`config.mk`:
```
export PLATFORM = sky130hd
export DESIGN_NAME = fwsr_poller
export DESIGN_NICKNAME = d
export VERILOG_FILES = /design/src/rtl/fwsr_pkg.sv /design/src/rtl/fwsr_poller.sv
export SDC_FILE = /design/constraint.sdc
export NUM_CORES = 1
export LEC_CHECK = 0
export ABC_AREA = 1
export BUFFER_PORTS_ARGS = -buffer_cell sky130_fd_sc_hd__buf_4
export CAP_MARGIN = 10
export CORE_MARGIN = 2
export CORE_UTILIZATION = 30
export CTS_BUF_LIST = sky130_fd_sc_hd__clkbuf_8
export CTS_CLUSTER_SIZE = 12
export DETAILED_ROUTE_END_ITERATION = 7
export GPL_ROUTABILITY_DRIVEN = 1
export GPL_TIMING_DRIVEN = 0
export SYNTH_ARGS = -nofsm -noshare
export SYNTH_HDL_FRONTEND = slang
export SYNTH_SLANG_ARGS = --single-unit
```
`constraint.sdc`:
```
create_clock -name core_clk -period 2.3 [get_ports core_clk]
set_clock_uncertainty 0.05 [all_clocks]
set_input_delay 0.46 -clock core_clk [delete_from_list [all_inputs] [get_ports core_clk]]
set_output_delay 0.46 -clock core_clk [all_outputs]
set_load 0.005 [all_outputs]
```
`src/rtl/fwsr_pkg.sv`:
```
// package for the flash write status poller
package fwsr_pkg;
  // flash status bit positions on the data bus
  localparam int POLL_BIT = 7;
  localparam int TOGGLE_BIT = 6;
  localparam int TMO_BIT = 5;
  localparam int SECT_BIT = 2;
  // reset command byte
  localparam logic [7:0] RESET_CMD = 8'hf0;
  // register offsets of the controller's own port
  localparam logic [3:0] REG_CTRL = 4'h0;
  localparam logic [3:0] REG_ADDR = 4'h1;
  localparam logic [3:0] REG_EXPECT = 4'h2;
  localparam logic [3:0] REG_STATUS = 4'h3;
  localparam logic [3:0] REG_DATA = 4'h4;
  // control register fields
  localparam int CTRL_GO = 0;
  localparam int CTRL_MODE = 1;
  localparam int CTRL_RST = 2;
  // status register fields
  localparam int ST_BUSY = 0;
  localparam int ST_DONE = 1;
  localparam int ST_FAIL = 2;
  localparam int ST_RDYBSY = 3;
  // bus cycle timing: strobe low time and gap, in ns
  localparam int CLK_NS = 25;
  localparam int STROBE_NS = 100;
  localparam int STROBE_CYC = (STROBE_NS + CLK_NS - 1) / CLK_NS;
  localparam int GAP_NS = 50;
  localparam int GAP_CYC = (GAP_NS + CLK_NS - 1) / CLK_NS;

  typedef enum {ST_IDLE, ST_RD, ST_EVAL, ST_WR, ST_WGAP} fwsr_state_t;

  // flash pin group
  typedef struct packed {
    logic ce_n;
    logic oe_n;
    logic we_n;
    logic [21:0] addr;
    logic [7:0] dq_out;
    logic dq_oe;
  } fwsr_pins_t;
endpackage

```
`src/rtl/fwsr_poller.sv`:
```
// host-side poller for flash program/erase status
`timescale 1ns/1ps
// Function
// (RL1) device shows inverted bit 7 while programming, true value when done.
// (RL2) bit 7 polling status valid after last write strobe of sequence.
// (RL3) host reads status at the address being programmed.
// (RL4) protected program target: polling shows about 1 us then array data.
// (RL5) erase drives bit 7 low, high when finished or suspended.
// (RL6) host reads erase status inside a sector chosen for erasure.
// (RL7) all chosen sectors protected: polling about 100 us then array.
// (RL8) partly protected erase clears unprotected sectors without error.
// (RL9) after bit 7 turns true, host trusts full byte only next read.
// (RL10) timeout bit high: host rereads bit 7 before declaring failure.
// (RL11) ready/busy is open drain, valid after last write strobe.
// (RL12) ready/busy low while programming or erasing, high otherwise.
// (RL13) bit 6 inverts each read while operation runs, then stops.
// (RL14) bit 6 status valid after last write strobe and in erase timeout.
// (RL15) all erase sectors protected: bit 6 toggles about 100 us.
// (RL16) protected program target: bit 6 toggles about 1 us.
// (RL17) bit 6 stops in erase suspend, toggles during suspended program.
// (RL18) bit 2 toggles on reads inside erase sectors, erasing or suspended.
// (RL19) toggle check starts with two back-to-back reads compared.
// (RL20) toggling with timeout high: recheck; still toggling means fail, reset.
// (RL21) leaving toggle polling means restarting with the double read.
// (RL22) bit 5 high when operation exceeds its internal limit.
// (RL23) after timeout failure host writes reset byte f0 at any address.
// (RL24) status read is ordinary read: ce and oe low, we high.
module fwsr_poller
  import fwsr_pkg::*;
(
  // clock and reset
  input wire logic core_clk,
  input wire logic resetn,
  // register port
  input wire logic [3:0] reg_addr,
  input wire logic [31:0] reg_wdata,
  input wire logic reg_wr,
  input wire logic reg_rd,
  output logic [31:0] reg_rdata,
  // flash pins
  output fwsr_pins_t flash_o,
  input wire logic [7:0] dq_in,
  input wire logic ready_busy_n
);

  // ----------------------------------------------------------------
  // state
  // ----------------------------------------------------------------
  typedef struct packed {
    fwsr_state_t st;
    fwsr_pins_t pins;
    logic [31:0] rdata;
    logic [21:0] poll_addr;
    logic [7:0] expect_byte;
    logic mode_toggle;
    logic busy;
    logic done;
    logic fail;
    logic [7:0] last;
    logic have_last;
    logic tmo_seen;
    logic true_seen;
    logic [7:0] data_byte;
    logic [7:0] cnt;
    logic [7:0] dq_s1;
    logic [7:0] dq_s2;
    logic rb_s1;
    logic rb_s2;
  } fwsr_regs_t;

  fwsr_regs_t q;
  fwsr_regs_t d;
  logic [7:0] smp;

  assign flash_o = q.pins;

  always_ff @(posedge core_clk)
  begin
    if (!resetn)
    begin
      q <= '0;
      q.st <= ST_IDLE;
      q.pins.ce_n <= 1'b1;
      q.pins.oe_n <= 1'b1;
      q.pins.we_n <= 1'b1;
      q.rb_s1 <= 1'b1;
      q.rb_s2 <= 1'b1;
    end
    else
    begin
      q <= d;
    end
  end

  always_comb
  begin
    d = q;
    smp = q.dq_s2;
    d.dq_s1 = dq_in;
    d.dq_s2 = q.dq_s1;
    d.rb_s1 = ready_busy_n;
    d.rb_s2 = q.rb_s1;
    d.rdata = '0;
    // ----------------------------------------------------------------
    // register port
    // ----------------------------------------------------------------
    if (reg_rd)
    begin
      case (reg_addr)
        REG_ADDR: d.rdata = {10'h000, q.poll_addr};
        REG_EXPECT: d.rdata = {24'h000000, q.expect_byte};
        REG_STATUS: d.rdata = {28'h0000000, q.rb_s2, q.fail, q.done, q.busy}; // RL12
        REG_DATA: d.rdata = {24'h000000, q.data_byte};
        REG_CTRL: d.rdata = {30'h00000000, q.mode_toggle, 1'b0};
        default: d.rdata = '0;
      endcase
    end
    if (reg_wr && !q.busy)
    begin
      case (reg_addr)
        REG_ADDR: d.poll_addr = reg_wdata[21:0]; // RL3 RL6
        REG_EXPECT: d.expect_byte = reg_wdata[7:0];
        REG_CTRL:
        begin
          d.mode_toggle = reg_wdata[CTRL_MODE];
          if (reg_wdata[CTRL_RST])
          begin
            d.busy = 1'b1;
            d.done = 1'b0;
            d.fail = 1'b0;
            d.cnt = 8'h00;
            d.st = ST_WR;
          end
          else if (reg_wdata[CTRL_GO])
          begin
            // every toggle-mode start begins with a fresh double read
            d.busy = 1'b1;
            d.done = 1'b0;
            d.fail = 1'b0;
            d.have_last = 1'b0; // RL21
            d.tmo_seen = 1'b0;
            d.true_seen = 1'b0;
            d.cnt = 8'h00;
            d.st = ST_RD;
          end
        end
        default: ;
      endcase
    end
    // ----------------------------------------------------------------
    // flash sequencer
    // ----------------------------------------------------------------
    case (q.st)
      ST_IDLE: ;
      ST_RD:
      begin
        // plain read cycle, with two extra cycles for the data sampler
        d.pins.addr = q.poll_addr; // RL3
        d.pins.ce_n = 1'b0; // RL24
        d.pins.oe_n = 1'b0;
        d.pins.we_n = 1'b1;
        d.pins.dq_oe = 1'b0;
        d.cnt = q.cnt + 8'h01;
        if (q.cnt == 8'(STROBE_CYC + 2))
        begin
          d.pins.ce_n = 1'b1;
          d.pins.oe_n = 1'b1;
          d.cnt = 8'h00;
          d.st = ST_EVAL;
        end
      end
      ST_EVAL:
      begin
        d.st = ST_RD;
        d.have_last = 1'b1;
        d.last = smp;
        if (q.true_seen)
        begin
          // byte after the status went true (bit 7 matched, or bit 6 stopped toggling) is the valid one
          d.data_byte = smp; // RL9
          d.done = 1'b1;
          d.busy = 1'b0;
          d.st = ST_IDLE;
        end
        else if (!q.mode_toggle)
        begin
          if (smp[POLL_BIT] == q.expect_byte[POLL_BIT]) // RL1 RL5
            d.true_seen = 1'b1;
          else if (q.tmo_seen)
          begin
            d.fail = 1'b1; // RL10
            d.st = ST_WR;
          end
          else if (smp[TMO_BIT]) // RL22
            d.tmo_seen = 1'b1;
        end
        else if (q.have_last) // RL19
        begin
          if (smp[TOGGLE_BIT] == q.last[TOGGLE_BIT]) // RL13
            d.true_seen = 1'b1;
          else if (q.tmo_seen)
          begin
            d.fail = 1'b1; // RL20
            d.st = ST_WR;
          end
          else if (smp[TMO_BIT])
            d.tmo_seen = 1'b1;
        end
      end
      ST_WR:
      begin
        // single reset write at any address
        d.pins.addr = '0;
        d.pins.dq_out = RESET_CMD; // RL23
        d.pins.dq_oe = 1'b1;
        d.pins.ce_n = 1'b0;
        d.pins.we_n = 1'b0;
        d.pins.oe_n = 1'b1;
        d.cnt = q.cnt + 8'h01;
        if (q.cnt == 8'(STROBE_CYC - 1))
        begin
          d.pins.ce_n = 1'b1;
          d.pins.we_n = 1'b1;
          d.cnt = 8'h00;
          d.st = ST_WGAP;
        end
      end
      ST_WGAP:
      begin
        d.cnt = q.cnt + 8'h01;
        if (q.cnt == 8'(GAP_CYC - 1))
        begin
          d.pins.dq_oe = 1'b0;
          d.busy = 1'b0;
          d.done = !q.fail;
          d.cnt = 8'h00;
          d.st = ST_IDLE;
        end
      end
      default: d.st = ST_IDLE;
    endcase
  end

  assign reg_rdata = q.rdata;

endmodule

```
# --- Word level (Yosys, flattened, before mapping) ---
# Cells that the tools add are included.
totals:
  inputBits: 49
  regBits: 170
  output_inout_bits: 66
classes:
  mux: 55
  n_eq_ne: 15
  reduce_logical: 21
  addsub: 1
ops:
  columns: ["op", "count"]
  rows:
  - ["$mux W32", 9]
  - ["$pmux W32 S5", 1]
  - ["$pmux W22 S5", 1]
  - ["$eq A32 B2 Y1 const B", 2]
  - ["$mux W8", 8]
  - ["$pmux W25 S2", 1]
  - ["$mux W34", 1]
  - ["$mux W33", 1]
  - ["$eq A32 B1 Y1 const B", 1]
  - ["$eq A32 B3 Y1 const B", 1]
  - ["$logic_not A32 Y1", 1]
  - ["$mux W3", 8]
  - ["$pmux W8 S3", 1]
  - ["$mux W20", 1]
  - ["$mux W1", 14]
  - ["$mux W2", 7]
  - ["$reduce_and A2 Y1", 6]
  - ["$add A8 B1 Y8 const B", 1]
  - ["$eq A4 B2 Y1 const B", 2]
  - ["$eq A8 B1 Y1 const B", 1]
  - ["$eq A8 B2 Y1 const B", 1]
  - ["$eq A8 B3 Y1 const B", 1]
  - ["$reduce_bool A2 Y1", 4]
  - ["$reduce_bool A4 Y1", 2]
  - ["14 further kinds", 16]

# --- Longest topological paths before layout ---
depth:
  ltp_word: 11
  depth_mapped: 11

# --- Worst setup path after synthesis ---
# No wires, ideal clock.
synth_timing:
  path_kind: "input to register"
  from: "in reg_addr[3]"
  to: "reg q[55] (netlist name)"
  n_path_buf: 1
  cell_stages: 7
  arrival_time_ns: 1.358
  required_ns: 2.131
  setup_slack_ns: 0.773
  path_cell_list: "nor2_4 nand3_1 inv_1 nand2_1 buf_2 o21ai_0 a21oi_1"
synth_via:
  elab_chain_len: 2
synth_lines:
  columns: ["item", "line_no", "source"]
  rows:
  - ["start, declared", "fwsr_poller.sv:35", "input wire logic [3:0] reg_addr,"]
  - ["$eq A4 B2 Y1", "fwsr_poller.sv:120", "case (reg_addr)"]
  - ["$reduce_and A2 Y1 (no source line)", null, null]
  - ["end, declared", "fwsr_poller.sv:71", "fwsr_regs_t q;"]
# No other way between the ends.
# A chain may end at the register's enable or synchronous reset.

# --- Worst setup path after layout ---
layout_timing:
  from: "reg q[18] (netlist name)"
  to: "reg q[21] (netlist name)"
layout_via:
  elab_chain_len: 3
  elab_cells_between_ends: 8
  cone_classes: "add/sub: 1; eq/ne: 3; mux: 4"
layout_lines:
  columns: ["item", "line_no", "source"]
  rows:
  - ["$add A8 B1 Y8, or another cell as far along", "fwsr_poller.sv:163, fwsr_poller.sv:219, fwsr_poller.sv:230", null]
  - ["$mux W8 (on tied branches)", "fwsr_poller.sv:231, fwsr_poller.sv:164, fwsr_poller.sv:220", null]
  - ["$pmux W8 S3 (*)", "fwsr_poller.sv:153", "case (q.st)"]
# Every way passes the cells marked *; elsewhere a longest branch is shown, timed or not.

==> results.sh <==
export IMPL_rows=52
export IMPL_place_inst=1163
export IMPL_postPlaceCellArea_um2=7266
export IMPL_detail_route_antenna_nets=0
export IMPL_p_total_mw=4.754
export IMPL_post_place_ws_ps=297.4
export IMPL_grt_overflow=0
export IMPL_antenna_found_initial=0
export IMPL_hp_class="in2reg"
export IMPL_cp_max_fo=7
export IMPL_num_fill_cells=2143
export IMPL_ys_seq_elements=153
export IMPL_cts_setup_buffers=0
export IMPL_grt_max_degree=17
export IMPL_finalSetupTns_ps=0
export IMPL_via_per_inst=4.101
export IMPL_cts_sinks=153
export IMPL_cts_buffers=17
export IMPL_end_kind="register"
export IMPL_rr_startpoint="q[18]"
export IMPL_synth_area_um2=6095
export IMPL_drtIter0Drc=283
export IMPL_r2r_setup_slack_ps=590
export IMPL_avgSynthCellArea_um2=8.009
export IMPL_startpoint_type="register"
export IMPL_core_area_um2=20100
export IMPL_clkSlewWorstSetupHoldPaths_ps=80
export IMPL_min_period_over_period=0.7447
export IMPL_worst_pin_slew_ps=650.0
export IMPL_leakage_nw=3.479
export IMPL_yosysUniqueCellTypes=35
export IMPL_min_to="d[6]"
export IMPL_via_count=4892
export IMPL_r2r_cells=8
export IMPL_min_path_cells=3
export IMPL_cp_arrival_ps=1960
export IMPL_grt_pass1_wl_um=22700
export IMPL_io_buffer_count=90
export IMPL_drv_slew=0
export IMPL_die_w_um=146.5
export IMPL_syn2layout_area_growth_pct=24.88
export IMPL_setup_viol=0
export IMPL_dr_pass1_iters=4
export IMPL_place_congestion=0.8732
export IMPL_synthTopCellsByArea="dfxtp_1, buf_4, nand2_1"
export IMPL_cts_root_buf="clkbuf_8"
export IMPL_synth_seq_area_share=0.5026
export IMPL_fmax_mhz=583.9
export IMPL_period_needed_ps=1713
export IMPL_grt_pass1_vias=4584
export IMPL_peakVddDrop_mv=0.3628
export IMPL_synth_top_area_frac=0.5026
export IMPL_cp_data_required_time_ps=2550
export IMPL_chipHeight_um=146.5
export IMPL_dpl_hpwl_um=10190
export IMPL_critical_path_class="reg2reg"
export IMPL_timing_rr_end="q[21]"
export IMPL_drv_cap=0
export IMPL_setup_worst_path_start="q[18]"
export IMPL_cts_resized=0
export IMPL_synth_top_area_cell="dfxtp_1"
export IMPL_slew_headroom=0.5667
export IMPL_avgRoutedWirePerCell_um=11.67
export IMPL_initial_utilization=0.3031
export IMPL_diodes=0
export IMPL_status="finished, final reports clean"
export IMPL_totalWireLength_um=13920
export IMPL_ios=115
export IMPL_htreeDepth=4
export IMPL_min_delay_start="dq_in[4]"
export IMPL_rsz0062_at_grt="false"
export IMPL_hold_violations=0
export IMPL_drive_gt1_frac=0.2416
export IMPL_synth_cells=761
export IMPL_design_area_um2=7611
export IMPL_cts_tree="done"
export IMPL_fin_util=0.3786
export IMPL_ys_warn_count=0
export IMPL_fin_hold_ws_ps=150.4
export IMPL_setup_ws_ps=587.3
export IMPL_insertion_delay_ps=440
export IMPL_cts_path_max_buffers=2
export IMPL_drc=0
export IMPL_nNetsFinal=964
export IMPL_power_per_cell_area_nw_per_um2=624.7
export IMPL_fin_cells=1193
export IMPL_die_area_um2=21470
export IMPL_groute_usage_overall=0.1336
export IMPL_holdBufCountCts=0
==> power by group <==
part	leakage, nW	internal [mW]	switching, mW
combinational	2.06	0.0963	0.134
clock	0.174	0.833	0.972
sequential	1.25	2.70	0.0173
total	3.48	3.63	1.12
==> area by class of cell <==
type | instances | area (µm²) | share of cell area
flip-flops and latches | 153 | 3063 | 0.4024
multi-input cells | 463 | 2206 | 0.2898
repair buffers | 90 | 675.6 | 0.08877
plain buffers | 92 | 626.9 | 0.08236
inverters | 95 | 356.6 | 0.04685
well taps | 270 | 337.8 | 0.04439
clock buffers | 17 | 234.0 | 0.03074
clock inverters | 13 | 111.4 | 0.01463
==> worst max-delay path: stages, from the launching register on <==
cell and delay, ps:
dfxtp_1 450, ha_1 250, nand2_1 70, nor2_1 280, inv_1 130, nand2_2 120
nand3_2 80, nand2_1 70, a21oi_1 50
==> cell families (layout without fill, tap and decap cells) <==
family | after synthesis | count (layout) | share of synthesized area
simple gates | 276 | 276 | 0.2047
other cells | 1 | 43 | 0.0006153
flops | 153 | 153 | 0.5026
xor+xnor | 5 | 5 | 0.007187
fa+ha+maj | 3 | 3 | 0.006160
buf+inv | 187 | 307 | 0.1614
compound gates | 136 | 136 | 0.1174
==> Yosys cell counts <==
cell      count
conb_1        1
nand2_2       4
clkbuf_1     14
nand2_1      96
inv_2         2
a31o_2        1
nor2_1       96
dfxtp_1     153
xor2_1        3
nor2_2        6
nor2_8        1
inv_1        93
o31ai_1       1
nand3_1      25
ha_1          3
nand3_2       1
o21ai_2       2
or2_2         4
buf_2         9
nor3_1       18
nand4_1      15
nor2_4        5
o221ai_1      1
and3_1        1
a21oi_1      59
xnor2_1       2
o211ai_1      1
o21ai_0      53
o21ai_1       7
a211oi_1      1
nand2_4       2
buf_6         3
o22ai_1      10
nand3b_1      2
buf_4        66
==> worst max path at each step <==
stage	endpoint	slack (ps)
3_3_place_gp	q[56]	320
5_1_grt	q[24]	370
3_5_place_dp	q[56]	300
2_1_floorplan	q[55]	770
6_report	q[21]	590
4_1_cts	flash_o[30]	570
==> layout by cell type (no fill, tap or decap), types with 2 or more instances in the layout <==
| cell type | Yosys | routed |
|---|---|---|
| clkbuf_8 | 0 | 17 |
| o22ai_1 | 10 | 10 |
| nand3b_1 | 2 | 2 |
| clkinv_4 | 0 | 3 |
| inv_1 | 93 | 96 |
| buf_6 | 3 | 3 |
| nor2_1 | 96 | 96 |
| nand2_1 | 96 | 96 |
| nand4_1 | 15 | 15 |
| nand3_1 | 25 | 25 |
| clkinvlp_4 | 0 | 4 |
| nor2_4 | 5 | 5 |
| buf_4 | 66 | 156 |
| ha_1 | 3 | 3 |
| clkbuf_1 | 14 | 14 |
| inv_2 | 2 | 2 |
| conb_1 | 1 | 43 |
| or2_2 | 4 | 4 |
| o21ai_2 | 2 | 2 |
| xnor2_1 | 2 | 2 |
| xor2_1 | 3 | 3 |
| nand2_4 | 2 | 2 |
| nand2_2 | 4 | 4 |
| a21oi_1 | 59 | 59 |
| nor2_2 | 6 | 6 |
| o21ai_0 | 53 | 53 |
| dfxtp_1 | 153 | 153 |
| buf_2 | 9 | 9 |
| nor3_1 | 18 | 18 |
| o21ai_1 | 7 | 7 |
==> routing by layer <==
metal  GRT usage  wire length, µm
met1      0.1736             6806
met2      0.2149             6285
met3     0.03938              617
met4     0.04078              211
met5           0                0
==> flip-flops by register name (all words and copies together) (netlist names) <==
register	cells
smp	8
q	87
flash_o	27
reg_rdata	22
d	9
Power figures use the tool's default switching activity.
